[src/design/sta_pkg.sv]
package sta_pkg;

  // ---------------------------------------------------------------------------
  // Register write port
  // ---------------------------------------------------------------------------
  localparam int         ADDR_W        = 4;
  localparam int         DATA_W        = 24;
  localparam logic [3:0] A_CFG0        = 4'h1;
  localparam logic [3:0] A_CFG1        = 4'h2;
  localparam logic [3:0] A_CFG2        = 4'h3;
  localparam logic [3:0] A_CFG3        = 4'h4;
  localparam logic [3:0] A_IRQ         = 4'h5;
  localparam logic [3:0] A_MUX         = 4'h6;
  localparam logic [3:0] A_SCAN        = 4'h7;
  localparam logic [3:0] A_TIMER       = 4'h8;
  localparam logic [3:0] A_OFFCAL      = 4'h9;
  localparam logic [3:0] A_GAINCAL     = 4'hA;

  // ---------------------------------------------------------------------------
  // Field positions
  // ---------------------------------------------------------------------------
  localparam int         CFG0_MODE_LSB = 0;
  localparam int         CFG3_CONV_LSB = 6;
  localparam int         CFG3_OFFEN    = 1;
  localparam int         CFG3_GAINEN   = 0;
  localparam int         IRQ_MODE_LSB  = 2;
  localparam int         SCAN_DLY_LSB  = 21;
  localparam int         SCAN_EN_LSB   = 0;
  localparam int         N_CH          = 16;

  // ---------------------------------------------------------------------------
  // Operating states and repeat select
  // ---------------------------------------------------------------------------
  localparam logic [1:0] MODE_SHUTDOWN = 2'h0;
  localparam logic [1:0] MODE_STANDBY  = 2'h2;
  localparam logic [1:0] MODE_CONV     = 2'h3;
  localparam logic [1:0] REPEAT_CONT   = 2'h3;

  // ---------------------------------------------------------------------------
  // Reset values
  // ---------------------------------------------------------------------------
  localparam logic [1:0]  RST_MODE     = 2'h0;
  localparam logic [1:0]  RST_REPEAT   = 2'h3;
  localparam logic [15:0] RST_EN       = 16'h0000;
  localparam logic [2:0]  RST_DLY      = 3'h0;
  localparam logic [23:0] RST_TIMER    = 24'h000000;
  localparam logic [1:0]  RST_IRQM     = 2'h0;

  // ---------------------------------------------------------------------------
  // Timing counts (decimated clock periods and master clock periods)
  // ---------------------------------------------------------------------------
  localparam logic [23:0] WARMUP_PERIODS = 24'h000100;
  localparam logic [9:0]  DLY_BASE       = 10'h008;
  localparam logic [1:0]  RESTART_MCLK   = 2'h2;

  typedef enum logic [2:0] {
    ST_IDLE,
    ST_ALIGN,
    ST_CONVERT,
    ST_INTRA,
    ST_INTER
  } sta_state_t;

endpackage

[src/design/sta_down_counter.sv]
module sta_down_counter
  import sta_pkg::*;
#(
  parameter int W = 24
) (
  input  wire logic         clk_in,
  input  wire logic         reset_n_in,
  input  wire logic         clear_in,
  input  wire logic         load_in,
  input  wire logic [W-1:0] load_value_in,
  input  wire logic         tick_in,
  output logic      [W-1:0] count_out,
  output logic              zero_out
);

  logic [W-1:0] count_q;
  logic [W-1:0] count_d;

  // ---------------------------------------------------------------------------
  // Load, then count down once per tick until zero
  // ---------------------------------------------------------------------------
  assign count_d = clear_in ? '0 :
                   load_in  ? load_value_in :
                   (tick_in && count_q != '0) ? count_q - 1'b1 : count_q;

  always_ff @(posedge clk_in or negedge reset_n_in) begin
    if (!reset_n_in) begin
      count_q <= '0;
    end else begin
      count_q <= count_d;
    end
  end

  assign count_out = count_q;
  assign zero_out  = (count_q == '0);

endmodule

[src/design/sta_restart_align.sv]
module sta_restart_align
  import sta_pkg::*;
(
  input  wire logic clk_in,
  input  wire logic reset_n_in,
  input  wire logic trigger_in,
  input  wire logic cancel_in,
  input  wire logic mclk_tick_in,
  output logic      done_out,
  output logic      busy_out
);

  logic [1:0] left_q;
  logic [1:0] left_d;

  // ---------------------------------------------------------------------------
  // Restart waits two master clock periods after the reset
  // ---------------------------------------------------------------------------
  assign done_out = (left_q == 2'h1) && mclk_tick_in && !trigger_in
                    && !cancel_in;
  assign busy_out = (left_q != 2'h0);
  assign left_d   = cancel_in  ? 2'h0 :
                    trigger_in ? RESTART_MCLK :
                    (busy_out && mclk_tick_in) ? left_q - 2'h1 : left_q;

  always_ff @(posedge clk_in or negedge reset_n_in) begin
    if (!reset_n_in) begin
      left_q <= 2'h0;
    end else begin
      left_q <= left_d;
    end
  end

endmodule

[src/design/sta_scan_ctrl.sv]
module sta_scan_ctrl
  import sta_pkg::*;
(
  input  wire logic              clk_in,
  input  wire logic              reset_n_in,
  input  wire logic              reg_wr_in,
  input  wire logic [ADDR_W-1:0] reg_addr_in,
  input  wire logic [DATA_W-1:0] reg_wdata_in,
  input  wire logic              decimated_master_clock_tick_in,
  input  wire logic              mclk_tick_in,
  input  wire logic              conv_done_in,
  output logic                   conv_reset_out,
  output logic                   conv_start_out,
  output logic                   result_update_out,
  output logic       [1:0]       adc_state_out,
  output logic       [1:0]       mode_read_out,
  output logic       [3:0]       channel_sel_out,
  output logic                   scan_active_out,
  output logic                   warmup_out
);

  // ---------------------------------------------------------------------------
  // Stored configuration
  // ---------------------------------------------------------------------------
  logic [1:0]  mode_q;
  logic [1:0]  repeat_q;
  logic [15:0] en_q;
  logic [2:0]  dly_q;
  logic [23:0] timer_q;
  logic        offen_q;
  logic        gainen_q;
  logic [1:0]  irqm_q;

  sta_state_t  st_q;
  sta_state_t  st_d;
  logic [3:0]  chan_q;
  logic [3:0]  chan_d;
  logic        full_pend_q;
  logic        full_pend_d;
  logic        start_q;
  logic        start_d;
  logic        result_q;
  logic        result_d;
  logic        reset_q;
  logic [1:0]  adc_state_q;
  logic [1:0]  adc_state_d;
  logic [1:0]  mode_read_q;
  logic        warm_q;
  logic        intra_load;
  logic        inter_load;
  logic        cnt_clear;
  logic        align_trig;
  logic        oneshot_end;

  // ---------------------------------------------------------------------------
  // Write decode
  // ---------------------------------------------------------------------------
  wire         wr_cfg0    = reg_wr_in && (reg_addr_in == A_CFG0);
  wire         wr_cfg1    = reg_wr_in && (reg_addr_in == A_CFG1);
  wire         wr_cfg2    = reg_wr_in && (reg_addr_in == A_CFG2);
  wire         wr_cfg3    = reg_wr_in && (reg_addr_in == A_CFG3);
  wire         wr_irq     = reg_wr_in && (reg_addr_in == A_IRQ);
  wire         wr_mux     = reg_wr_in && (reg_addr_in == A_MUX);
  wire         wr_scan    = reg_wr_in && (reg_addr_in == A_SCAN);
  wire         wr_timer   = reg_wr_in && (reg_addr_in == A_TIMER);
  wire         wr_offcal  = reg_wr_in && (reg_addr_in == A_OFFCAL);
  wire         wr_gaincal = reg_wr_in && (reg_addr_in == A_GAINCAL);

  wire [1:0]   new_mode   = reg_wdata_in[CFG0_MODE_LSB +: 2];
  wire [15:0]  new_en     = reg_wdata_in[SCAN_EN_LSB +: N_CH];
  wire [2:0]   new_dly    = reg_wdata_in[SCAN_DLY_LSB +: 3];
  wire         new_offen  = reg_wdata_in[CFG3_OFFEN];
  wire         new_gainen = reg_wdata_in[CFG3_GAINEN];
  wire [1:0]   new_irqm   = reg_wdata_in[IRQ_MODE_LSB +: 2];

  wire         scan_now   = |en_q;
  wire         running    = (mode_q == MODE_CONV);
  wire         in_conv    = (st_q == ST_CONVERT) || (st_q == ST_ALIGN);

  wire         offen_chg  = wr_cfg3 && (new_offen != offen_q);
  wire         gainen_chg = wr_cfg3 && (new_gainen != gainen_q);
  // low config bit alone never restarts
  wire         irq_chg    = wr_irq && (new_irqm[1] != irqm_q[1]);

  // stop on any other state code
  wire         stop_req   = wr_cfg0 && (new_mode != MODE_CONV);

  // scan and timer writes by phase
  wire         full_req   = (wr_cfg0 && new_mode == MODE_CONV)
                         || (running && wr_scan && scan_now
                             && st_q != ST_INTER)
                         || (running && wr_scan && !scan_now
                             && new_en != 16'h0000)
                         || (running && wr_timer && scan_now
                             && st_q == ST_INTER);

  // immediate group; selector ignored when scanning
  wire         conv_src   = wr_cfg1 || wr_cfg2 || offen_chg || gainen_chg
                         || irq_chg || (wr_mux && !scan_now)
                         || (wr_offcal && offen_q)
                         || (wr_gaincal && gainen_q);
  // only the conversion under way is redone
  wire         conv_req   = running && in_conv && conv_src;

  // ---------------------------------------------------------------------------
  // Channel priority search
  // ---------------------------------------------------------------------------
  function automatic logic [4:0] next_chan(input logic [15:0] en,
                                           input logic [4:0]  below);
    logic [4:0] r;
    r = 5'h00;
    for (int i = 0; i < N_CH; i++) begin
      if (en[i] && (5'(i) < below)) begin
        r = {1'b1, 4'(i)};
      end
    end
    return r;
  endfunction

  wire [4:0]   first_res  = next_chan(en_q, 5'h10);
  wire [4:0]   nxt_res    = next_chan(en_q, {1'b0, chan_q});
  wire [3:0]   first_idx  = first_res[3:0];
  wire         nxt_found  = nxt_res[4];
  wire [3:0]   nxt_idx    = nxt_res[3:0];

  // ---------------------------------------------------------------------------
  // Delay and interval counters
  // ---------------------------------------------------------------------------
  logic [9:0]  intra_cnt;
  logic        intra_zero;
  logic [23:0] inter_cnt;
  logic        inter_zero;
  logic        align_done;
  logic        align_busy;

  // delay length from the select code
  wire [9:0]   dly_len    = (dly_q == 3'h0) ? 10'h000 :
                            DLY_BASE << (dly_q - 3'h1);

  // both tick on the decimated clock
  sta_down_counter #(.W(10)) u_intra (
    .clk_in        (clk_in),
    .reset_n_in    (reset_n_in),
    .clear_in      (cnt_clear),
    .load_in       (intra_load),
    .load_value_in (dly_len),
    .tick_in       (decimated_master_clock_tick_in),
    .count_out     (intra_cnt),
    .zero_out      (intra_zero)
  );

  sta_down_counter #(.W(24)) u_inter (
    .clk_in        (clk_in),
    .reset_n_in    (reset_n_in),
    .clear_in      (cnt_clear),
    .load_in       (inter_load),
    .load_value_in (timer_q),
    .tick_in       (decimated_master_clock_tick_in),
    .count_out     (inter_cnt),
    .zero_out      (inter_zero)
  );

  sta_restart_align u_align (
    .clk_in       (clk_in),
    .reset_n_in   (reset_n_in),
    .trigger_in   (align_trig),
    .cancel_in    (stop_req),
    .mclk_tick_in (mclk_tick_in),
    .done_out     (align_done),
    .busy_out     (align_busy)
  );

  // ---------------------------------------------------------------------------
  // Sequencer
  // ---------------------------------------------------------------------------
  always_comb begin
    st_d        = st_q;
    chan_d      = chan_q;
    full_pend_d = full_pend_q;
    start_d     = 1'b0;
    result_d    = 1'b0;
    intra_load  = 1'b0;
    inter_load  = 1'b0;
    cnt_clear   = 1'b0;
    align_trig  = 1'b0;
    oneshot_end = 1'b0;
    if (stop_req) begin
      st_d        = ST_IDLE;
      full_pend_d = 1'b0;
      cnt_clear   = 1'b0;
    end else if (full_req) begin
      st_d        = ST_ALIGN;
      full_pend_d = 1'b1;
      align_trig  = 1'b1;
      cnt_clear   = 1'b1;
    end else if (conv_req) begin
      st_d        = ST_ALIGN;
      align_trig  = 1'b1;
    end else begin
      case (st_q)
        ST_IDLE: begin
          st_d = ST_IDLE;
        end
        ST_ALIGN: begin
          if (align_done) begin
            st_d        = ST_CONVERT;
            start_d     = 1'b1;
            full_pend_d = 1'b0;
            // whole cycle restarts from the first channel
            if (full_pend_q) begin
              chan_d = first_idx;
            end
          end
        end
        ST_CONVERT: begin
          if (conv_done_in) begin
            result_d = 1'b1;
            if (scan_now && nxt_found) begin
              // selector moves as the delay begins
              chan_d = nxt_idx;
              if (dly_q == 3'h0) begin
                start_d = 1'b1;
              end else begin
                intra_load = 1'b1;
                st_d       = ST_INTRA;
              end
            end else begin
              if (scan_now) begin
                chan_d = first_idx;
              end
              if (repeat_q != REPEAT_CONT) begin
                st_d        = ST_IDLE;
                oneshot_end = 1'b1;
              end else if (scan_now && timer_q != 24'h000000) begin
                inter_load = 1'b1;
                st_d       = ST_INTER;
              end else begin
                start_d = 1'b1;
              end
            end
          end
        end
        ST_INTRA: begin
          if (intra_zero) begin
            st_d    = ST_CONVERT;
            start_d = 1'b1;
          end
        end
        ST_INTER: begin
          // launch when the count reaches zero
          if (inter_zero) begin
            st_d    = ST_CONVERT;
            start_d = 1'b1;
          end
        end
        default: begin
          st_d = ST_IDLE;
        end
      endcase
    end
  end

  // ---------------------------------------------------------------------------
  // Applied converter state
  // ---------------------------------------------------------------------------
  // shutdown only above warm-up time; equal stays standby
  wire         shut_case  = (timer_q > WARMUP_PERIODS);
  // warm-up from a count of 256 down
  wire         warming    = (st_q == ST_INTER) && shut_case
                            && (inter_cnt <= WARMUP_PERIODS);

  always_comb begin
    case (st_q)
      ST_IDLE: begin
        adc_state_d = running ? MODE_STANDBY : mode_q;
      end
      ST_INTRA: begin
        adc_state_d = MODE_STANDBY;
      end
      ST_INTER: begin
        adc_state_d = !shut_case ? MODE_STANDBY :
                      warming    ? MODE_CONV    : MODE_SHUTDOWN;
      end
      default: begin
        adc_state_d = MODE_CONV;
      end
    endcase
  end

  // state field read back as 11 during scanning
  wire [1:0]   mode_read_d = (scan_now && st_q != ST_IDLE) ? MODE_CONV :
                             mode_q;

  // ---------------------------------------------------------------------------
  // Configuration registers
  // ---------------------------------------------------------------------------
  always_ff @(posedge clk_in or negedge reset_n_in) begin
    if (!reset_n_in) begin
      mode_q   <= RST_MODE;
      repeat_q <= RST_REPEAT;
      en_q     <= RST_EN;
      dly_q    <= RST_DLY;
      timer_q  <= RST_TIMER;
      offen_q  <= 1'b0;
      gainen_q <= 1'b0;
      irqm_q   <= RST_IRQM;
    end else begin
      if (wr_cfg0) begin
        mode_q <= new_mode;
      end else if (oneshot_end) begin
        mode_q <= MODE_STANDBY;
      end
      if (wr_cfg3) begin
        repeat_q <= reg_wdata_in[CFG3_CONV_LSB +: 2];
        offen_q  <= new_offen;
        gainen_q <= new_gainen;
      end
      if (wr_irq) begin
        irqm_q <= new_irqm;
      end
      // delay select stored but only used while scanning
      if (wr_scan) begin
        en_q  <= new_en;
        dly_q <= new_dly;
      end
      if (wr_timer) begin
        timer_q <= reg_wdata_in;
      end
    end
  end

  // ---------------------------------------------------------------------------
  // Sequencer state and outputs
  // ---------------------------------------------------------------------------
  always_ff @(posedge clk_in or negedge reset_n_in) begin
    if (!reset_n_in) begin
      st_q        <= ST_IDLE;
      chan_q      <= 4'h0;
      full_pend_q <= 1'b0;
      start_q     <= 1'b0;
      result_q    <= 1'b0;
      reset_q     <= 1'b0;
      adc_state_q <= RST_MODE;
      mode_read_q <= RST_MODE;
      warm_q      <= 1'b0;
    end else begin
      st_q        <= st_d;
      chan_q      <= chan_d;
      full_pend_q <= full_pend_d;
      start_q     <= start_d;
      result_q    <= result_d;
      reset_q     <= stop_req || full_req || conv_req;
      adc_state_q <= adc_state_d;
      mode_read_q <= mode_read_d;
      warm_q      <= warming;
    end
  end

  assign conv_reset_out    = reset_q;
  assign conv_start_out    = start_q;
  assign result_update_out = result_q;
  assign adc_state_out     = adc_state_q;
  assign mode_read_out     = mode_read_q;
  assign channel_sel_out   = chan_q;
  assign scan_active_out   = scan_now;
  assign warmup_out        = warm_q;
endmodule

[config.mk]
export PLATFORM = sky130hd
export DESIGN_NAME = sta_scan_ctrl
export DESIGN_NICKNAME = d
export VERILOG_FILES = /design/src/design/sta_pkg.sv /design/src/design/sta_down_counter.sv /design/src/design/sta_restart_align.sv /design/src/design/sta_scan_ctrl.sv
export SDC_FILE = /design/constraint.sdc
export NUM_CORES = 1
export LEC_CHECK = 0
export ABC_CLOCK_PERIOD_IN_PS = 3900
export BUFFER_PORTS_ARGS = -buffer_cell sky130_fd_sc_hd__buf_4
export CAP_MARGIN = 0
export CORE_ASPECT_RATIO = 0.7
export CORE_UTILIZATION = 55
export CTS_BUF_LIST = sky130_fd_sc_hd__clkbuf_16
export DETAILED_ROUTE_END_ITERATION = 10
export HOLD_SLACK_MARGIN = 0.05
export MAX_ROUTING_LAYER = met4
export PLACE_DENSITY = 0.77
export RECOVER_POWER = 100
export SLEW_MARGIN = 20
export SYNTH_ARGS = -nofsm -noshare
export SYNTH_HDL_FRONTEND = slang
export SYNTH_HIERARCHICAL = 1
export SYNTH_SLANG_ARGS = --single-unit
export TNS_END_PERCENT = 20
[constraint.sdc]
create_clock -name clk_in -period 3.9 [get_ports clk_in]
set_clock_uncertainty 0.1 [all_clocks]
set_input_delay 0.39 -clock clk_in [delete_from_list [all_inputs] [get_ports clk_in]]
set_output_delay 0.39 -clock clk_in [all_outputs]
set_load 0.1 [all_outputs]
Word level (Yosys, flattened, before mapping)
Cells that the tools add are included.
Word-level totals
  flip-flop bits (word level): 103
  bits of input ports: 34
  output and inout port bits: 13
Cells by class
  add/subtract/negate cells: 4
  magnitude comparators: 17
  equal/unequal tests: 34
  shifts and indexed selects: 1
  multiplexer cells: 114
  bitwise gates (word level): 3
  reductions and logical operators: 91
Operator list (count)
  $mux W4: 20
  $mux W5: 15
  $mux W24: 3
  $logic_and A1 B1 Y1: 54
  $mux W1: 48
  $reduce_bool A24 Y1: 2
  $mux W10: 4
  $mux W3: 11
  $lt A4 B4 Y1 const A: 7
  $gt A24 B9 Y1 const B: 1
  $le A24 B9 Y1 const B: 1
  $logic_not A24 Y1: 1
  $sub A24 B1 Y24 const B: 1
  $ne A5 B5 Y1 const B: 4
  $mux W2: 9
  $reduce_bool A3 Y1: 6
  $eq A4 B3 Y1 const B: 4
  $lt A3 B4 Y1 const A: 4
  $reduce_bool A16 Y1: 1
  $reduce_or A16 Y1: 1
  $logic_or A1 B1 Y1: 13
  $eq A4 B4 Y1 const B: 3
  $pmux W3 S4: 1
  $logic_not A10 Y1: 1
  other kinds (30): 49

Longest topological paths before layout
Gate-level depths: netlist (run 1).
  depth in word-level cells: 26
  mapped depth: 14
  mapped depth without buffers: 12

Cells and area by module
Netlist (run 1), hierarchy kept.
By module, submodules not included
  sta_scan_ctrl: instances 1, cells an instance 357, area an instance 3699.8 sq um
  sta_down_counter (u_inter): instances 1, cells an instance 173, area an instance 1554.0 sq um
  sta_down_counter (u_intra): instances 1, cells an instance 74, area an instance 693.2 sq um
  sta_restart_align: instances 1, cells an instance 14, area an instance 142.6 sq um

Least setup slack after synthesis (run 1)
Ideal clock, no wire load.
  kind: flip-flop to flip-flop
  start: register en_q[11]
  end: register u_inter.count_q[2] (netlist: u_inter/count_out[2])
  setup time: 0.142 ns
  arrival time: 3.570 ns
  slack: 0.088 ns
  stages on the path, launching flop included: 14
  path buffers: 3
  period minus slack after synthesis: 3.812 ns
  cell sequence: dfrtp_1 or4_4 nor4_4 a21o_1 a21oi_2 or3_1 buf_6 or2_2 nor4_1 inv_1 clkbuf_1 clkbuf_1 nor2_1 a211oi_1
On the way
  cells in the longest elaborated chain, start to end: 14
Ends and longest elaborated chain
  from (decl): RTL line sta_scan_ctrl.sv:27  | logic [15:0] en_q;
  from (signal assigned): RTL line sta_scan_ctrl.sv:323  | en_q <= new_en;
  $logic_and A1 B1 Y1: RTL line sta_scan_ctrl.sv:113  | if (en[i] && (5'(i) < below)) begin
  $mux W5 (4 in series): RTL line sta_scan_ctrl.sv:113
  $logic_and A1 B1 Y1: RTL line sta_scan_ctrl.sv:218  | if (scan_now && nxt_found) begin
  $mux W1: RTL line sta_scan_ctrl.sv:218
  $mux W1: RTL line sta_scan_ctrl.sv:216  | if (conv_done_in) begin
  $mux W1: RTL line sta_scan_ctrl.sv:200  | case (st_q)
  $mux W1: RTL line sta_scan_ctrl.sv:196  | end else if (conv_req) begin
  $mux W1 *: RTL line sta_scan_ctrl.sv:191  | end else if (full_req) begin
  $mux W1 *: RTL line sta_scan_ctrl.sv:187  | if (stop_req) begin
  via inter_load: RTL line sta_scan_ctrl.sv:50  | logic inter_load;
  $mux W24: RTL line sta_down_counter.sv:23  | load_in ? load_value_in :
  $mux W24: RTL line sta_down_counter.sv:22  | assign count_d = clear_in ? '0 :
  to (signal assigned): RTL line sta_down_counter.sv:30  | count_q <= count_d;
  to (decl): RTL line sta_down_counter.sv:16  | logic [W-1:0] count_q;
Mark *: on every way through the listed nets, which the timed path passes. The rest lies on a longest branch.
A chain may end at the register's enable or synchronous reset.

Worst setup path after layout (run 1)
  start: register en_q[7]
  end: register chan_q[2] (netlist: channel_sel_out[2])
On the way
  cells in the longest elaborated chain, start to end: 15
Ends and longest elaborated chain
  $reduce_or A16 Y1 *: RTL line sta_scan_ctrl.sv:76  | wire scan_now = |en_q;
  $logic_not A1 Y1: RTL line sta_scan_ctrl.sv:92, sta_scan_ctrl.sv:99
  $logic_and A1 B1 Y1: RTL line sta_scan_ctrl.sv:99  | || irq_chg || (wr_mux && !scan_now)
  $logic_or A1 B1 Y1: RTL line sta_scan_ctrl.sv:99
  $logic_or A1 B1 Y1: RTL line sta_scan_ctrl.sv:100  | || (wr_offcal && offen_q)
  $logic_or A1 B1 Y1: RTL line sta_scan_ctrl.sv:101  | || (wr_gaincal && gainen_q);
  $logic_and A1 B1 Y1: RTL line sta_scan_ctrl.sv:103  | wire conv_req = running && in_conv && conv_src;
  $mux W1: RTL line sta_scan_ctrl.sv:196
  $mux W1 *: RTL line sta_scan_ctrl.sv:191
  $mux W1 *: RTL line sta_scan_ctrl.sv:187
  via align_trig: RTL line sta_scan_ctrl.sv:52  | logic align_trig;
  $logic_not A1 Y1 *: RTL line sta_restart_align.sv:19  | assign done_out = (left_q == 2'h1) && mclk_tick_in && !trigger_in
  $logic_and A1 B1 Y1 *: RTL line sta_restart_align.sv:19
  $logic_and A1 B1 Y1 *: RTL line sta_restart_align.sv:20  | && !cancel_in;
  via align_done: RTL line sta_scan_ctrl.sv:133  | logic align_done;
  $ne A2 B2 Y1 (no line) *
  $reduce_and A8 Y1 (no line) *
  to (signal assigned): RTL line sta_scan_ctrl.sv:348  | chan_q <= chan_d;
  to (decl): RTL line sta_scan_ctrl.sv:36  | logic [3:0] chan_q;
Mark *: on every way through the listed nets, which the timed path passes. The rest lies on a longest branch. The select of a mux whose other input is x is not followed.

==> flow_metrics.py, run 1 <==
metrics = {
    "worst_setup_path": {
        "r2r_setup_slack_ns": 0.16,
        "arrival_ns": 3.88,
        "required_ns": 4.03,
        "rr_worst_depth": 11,
        "end_kind": "register",
        "critical_path_class": "register to register",
        "cp_max_fo": 6,
        "rr_startpoint": "en_q[7]",
        "start_kind": "register",
        "reg2reg_to": "channel_sel_out[2]",
    },
    "finish": {
        "multiInputGateArea_sq_mm": 0.00329,
        "seq_area_sq_mm": 0.00255,
        "drive_gt1_share_pct": 20.8,
        "finalNetCount": 709,
        "nFillCells": 896,
        "mostFrequentLayoutCells": "100 x dfrtp_1, 57 x nor2_1, 50 x mux2_2, 45 x buf_4, 34 x nand2_1",
        "stdcell_area_sq_mm": 0.00688,
        "syn2layout_area_growth_pct": 13.0,
        "antenna_cells": 0,
        "final_common_cell": "dfrtp_1",
    },
    "power": {
        "switchingPower_mw": 1.91,
        "sw_frac_of_total_pct": 42.3,
        "p_comb_share_pct": 39.0,
        "power_frac_clock_pct": 21.1,
        "p_int_mw": 2.60,
        "power.density_mw_per_mm2": 656,
        "vdd_drop_max_uv": 672,
        "p_leak_nw": 2.86,
        "p_seq_share_pct": 39.9,
    },
    "yosys": {
        "synth_area_sq_mm": 0.00609,
        "synthCells": 617,
        "yosys_warnings": 6,
        "synth_area_per_cell_sq_um": 9.86,
    },
    "timing": {
        "fin_crit_sh_pct": 96.0,
        "rsz0062_at_grt": "false",
        "fmax_mhz": 267,
        "setup_violations": 0,
        "worst_pin_slew_ns": 1.42,
        "hold_viol_final": 0,
        "drv_slew": 0,
        "final.setup.worst_slack_ns": 0.156,
        "tns_ns": 0,
        "fin_crit_ns": 3.74,
        "relSlewSlack_pct": 5.08,
    },
    "floorplanning": {
        "fp.dieH_microns": 90.0,
        "start_util_pct": 57.7,
        "ioPinCount": 47,
        "die_w_microns": 128,
        "coreArea_sq_mm": 0.0106,
        "die_area_sq_mm": 0.0115,
        "fp-row-count": 31,
    },
    "clocking": {
        "path_clk_slew_ns": 0.07,
        "cts_tree": "yes",
        "cts_buffers": 9,
        "ctsRootBufferMaster": "clkbuf_16",
        "htree_levels": 3,
        "clk_latency_ns": 0.35,
        "cts_sinks": 102,
        "cts_buffer_depth": 2,
    },
    "grt": {
        "gr-total-overflow": 0,
        "grt_pass1_vias": 4929,
        "grt_usage_pct": 30.2,
        "antenna_found_initial": 0,
        "grt_max_degree": 59,
        "grt_pass1_wl_microns": 26500,
    },
    "drt": {
        "routedWlPerCell_microns": 19.3,
        "vias": 5243,
        "dr.pass1.iters": 5,
        "routed_wl_microns": 15900,
        "vias_per_cell": 6.38,
        "drc": 0,
        "drt_iter0_markers": 560,
        "antenna_left": 0,
    },
    "place": {
        "portBuffers": 46,
        "pre_cts_slack_ns": 0.132,
        "dpl.hpwl_microns": 11600,
        "globalplace.congestion": 0.959,
        "dpl_cell_area_sq_mm": 0.00663,
    },
    "job": {
        "cap_violations": 0,
    },
    "hold_path": {
        "worstHoldPathCells": 2,
        "hold_start": "reg_wdata_in[17]",
        "min_to": "timer_q[17]",
        "holdCritPathClass": "input pin to register",
    },
    "outcome": {
        "status": "finished clean",
    },
}
==> power by group through the flow <==
| stage | registers [mW] | logic, mW | clock network [mW] |
|---|---|---|---|
| finish | 1.80 | 1.76 | 0.954 |
| global route | 1.86 | 1.92 | 1.01 |
| CTS | 1.79 | 1.78 | 0.972 |
| detailed placement | 1.80 | 1.77 | 0 |
| global placement | 1.78 | 1.72 | 0 |
| floorplan | 1.95 | 1.12 | 0 |
==> stage by stage <==
step,hold slack (ns),cells,power (mW),utilization [%]
after floorplan,-0.00559,619,3.07,-
after global placement,0.391,804,3.51,62.9
after detailed placement,0.407,804,3.57,62.9
after CTS,0.157,821,4.54,66.0
after global routing,0.166,822,4.79,65.2
final,0.167,822,4.51,65.2
==> cell type report <==
class | instances | share of cell area [%]
multi-input combinational | 463 | 47.9
sequential | 102 | 37.1
timing repair buffer | 70 | 6.46
clock buffer | 9 | 3.27
tap | 148 | 2.69
clock inverter | 7 | 1.31
inverter | 23 | 1.26
==> state kept, by name, summed over array words and instances, names as in the netlist, 3 cells and up <==
register and cells:
en_q 16, u_intra/count_out 10, u_inter/count_out 24, st_q 3
timer_q 24, dly_q 3, channel_sel_out 4
==> worst max-delay path by stage <==
| stage | from | end | slack [ns] | cells after the start |
|---|---|---|---|---|
| 6_report | en_q[7] | channel_sel_out[2] | 0.16 | 11 |
| 5_1_grt | en_q[7] | u_inter/count_out[23] | 0.01 | 12 |
| 4_1_cts | en_q[7] | u_inter/count_out[23] | 0.11 | 10 |
| 3_5_place_dp | en_q[7] | u_inter/count_out[23] | 0.13 | 10 |
| 3_3_place_gp | en_q[12] | u_inter/count_out[23] | 0.28 | 11 |
| 2_1_floorplan | en_q[11] | u_inter/count_out[2] | 0.09 | 13 |
==> metal layers <==
metal,up-vias,GRT usage (%),routed length (microns)
li1,2429,-,-
met1,2549,45.5,7660
met2,246,42.1,6750
met3,19,5.48,1280
met4,0,6.96,205
met5,-,-,0
==> worst max-delay path, cell delays in order, from the launching register on <==
cell,delay (ns)
dfrtp_1,0.43
or4_1,0.62
nor4_4,0.29
buf_4,0.20
a21o_1,0.10
a21oi_2,0.06
or3_2,0.51
nor3_1,0.22
nand2b_1,0.15
o22a_2,0.27
or3_4,0.38
mux2_1,0.32
==> what timing repair did <==
action / in CTS / in global routing
endpoints found under the hold margin: 54 / 0
buffers inserted: 0 / 1
endpoints found under the setup margin: 0 / 8
resized for setup: 0 / 2
hold buffers: 1 / 0
Power figures use the tool's default switching activity.
==> inputs of run 2 (changes only) <==
- CTS_BUF_LIST: sky130_fd_sc_hd__clkbuf_16 -> sky130_fd_sc_hd__clkbuf_4
==> flow_metrics.py, run 2 (synthesis results as in run 1) <==
metrics = {
    "drt": {
        "routed_wl_microns": 15800,
        "drt_iter0_markers": 415,
        "drc": 0,
        "antenna_left": 0,
        "vias_per_cell": 6.29,
        "vias": 5282,
        "dr.pass1.iters": 5,
        "routedWlPerCell_microns": 18.8,
    },
    "timing": {
        "drv_slew": 0,
        "setup_violations": 0,
        "worst_pin_slew_ns": 1.43,
        "tns_ns": 0,
        "rsz0062_at_grt": "false",
        "fin_crit_sh_pct": 97.0,
        "relSlewSlack_pct": 5.00,
        "fmax_mhz": 264,
        "hold_viol_final": 0,
        "final.setup.worst_slack_ns": 0.119,
        "fin_crit_ns": 3.78,
    },
    "clocking": {
        "clk_latency_ns": 0.47,
        "cts_sinks": 102,
        "cts_buffer_depth": 2,
        "path_clk_slew_ns": 0.17,
        "cts_tree": "yes",
        "htree_levels": 3,
        "ctsRootBufferMaster": "clkbuf_4",
        "cts_buffers": 9,
    },
    "floorplanning": {
        "coreArea_sq_mm": 0.0106,
        "start_util_pct": 57.7,
        "ioPinCount": 47,
        "die_area_sq_mm": 0.0115,
        "fp-row-count": 31,
        "fp.dieH_microns": 90.0,
        "die_w_microns": 128,
    },
    "grt": {
        "gr-total-overflow": 0,
        "grt_pass1_vias": 4967,
        "grt_pass1_wl_microns": 26000,
        "grt_max_degree": 59,
        "antenna_found_initial": 0,
        "grt_usage_pct": 29.9,
    },
    "finish": {
        "antenna_cells": 0,
        "post-route-util_pct": 65.4,
        "seq_area_sq_mm": 0.00255,
        "mostFrequentLayoutCells": "100 x dfrtp_1, 57 x nor2_1, 51 x mux2_2, 46 x buf_4, 34 x nand2_1",
        "syn2layout_area_growth_pct": 13.3,
        "multiInputGateArea_sq_mm": 0.00329,
        "final_common_cell": "dfrtp_1",
        "nFillCells": 898,
        "finalNetCount": 727,
        "drive_gt1_share_pct": 20.5,
    },
    "job": {
        "cap_violations": 0,
    },
    "outcome": {
        "status": "finished clean",
    },
    "place": {
        "globalplace.congestion": 0.959,
        "dpl.hpwl_microns": 11600,
        "portBuffers": 46,
        "pre_cts_slack_ns": 0.132,
    },
    "worst_setup_path": {
        "critical_path_class": "register to register",
        "rr_worst_depth": 12,
        "reg2reg_to": "u_inter/count_out[17]",
        "arrival_ns": 4.05,
        "start_kind": "register",
        "end_kind": "register",
        "rr_startpoint": "en_q[7]",
        "r2r_setup_slack_ns": 0.12,
        "cp_max_fo": 13,
        "required_ns": 4.17,
    },
    "hold_path": {
        "holdCritPathClass": "input pin to register",
        "min_to": "timer_q[7]",
        "worstHoldPathCells": 2,
        "hold_start": "reg_wdata_in[7]",
    },
    "power": {
        "p_int_mw": 2.31,
        "switchingPower_mw": 1.86,
        "p_leak_nw": 2.87,
        "p_seq_share_pct": 43.0,
        "power_frac_clock_pct": 14.5,
        "sw_frac_of_total_pct": 44.6,
        "power.density_mw_per_mm2": 605,
        "p_comb_share_pct": 42.5,
        "vdd_drop_max_uv": 667,
    },
}
[run 2: per-layer routing]
metal  up-vias  wire length [microns]  track usage, %
li1       2460                      -               -
met1      2561                   7730            44.3
met2       235                   6520            41.3
met3        26                   1140            5.36
met4         0                    357            9.12
met5         -                      0               -
[run 2: repair_timing]
item,4_1_cts,5_1_grt
resized for setup,0,1
hold buffers,17,2
setup buffers,0,1
endpoints found under the setup margin,0,12
endpoints found under the hold margin,75,2
[run 2: worst max-delay path by stage]
stage                  start                    end  slack (ns)
global placement    en_q[12]  u_inter/count_out[23]        0.28
CTS                  en_q[7]  u_inter/count_out[23]        0.11
detailed placement   en_q[7]  u_inter/count_out[23]        0.13
floorplan           en_q[11]   u_inter/count_out[2]        0.09
finish               en_q[7]  u_inter/count_out[17]        0.12
global route         en_q[7]     channel_sel_out[2]       0.005
[run 2: layout make-up]
| class | instances | share of cell area, % |
|---|---|---|
| timing repair buffer | 88 | 9.05 |
| inverter | 23 | 1.25 |
| sequential | 102 | 37.1 |
| tap | 148 | 2.69 |
| clock buffer | 9 | 0.980 |
| multi-input combinational | 463 | 47.7 |
| clock inverter | 7 | 1.31 |
[run 2: critical path, stage by stage, from the launching register on]
cell,delay (ns)
dfrtp_1,0.46
or4_1,0.61
nor4_4,0.29
buf_4,0.20
a21o_1,0.11
a21oi_2,0.06
or3_1,0.33
or2_2,0.34
nor4_2,0.38
buf_4,0.26
nor2_1,0.16
a32oi_1,0.27
nand3_1,0.10
[run 2: through the flow]
stage,hold slack [ns],power [mW],instances,cell area [sq um]
6_report,0.0809,4.17,840,6900
3_5_place_dp,0.407,3.57,804,6630
4_1_cts,0.0522,4.20,837,6960
3_3_place_gp,0.391,3.51,804,6630
2_1_floorplan,-0.00559,3.07,619,6090
5_1_grt,0.0606,4.44,840,6900
[run 2: power groups by stage]
stage	Combinational [mW]	Clock (mW)	Sequential, mW
2_1_floorplan	1.12	0	1.95
3_3_place_gp	1.72	0	1.78
3_5_place_dp	1.77	0	1.80
4_1_cts	1.79	0.623	1.78
5_1_grt	1.93	0.657	1.85
6_report	1.77	0.603	1.79
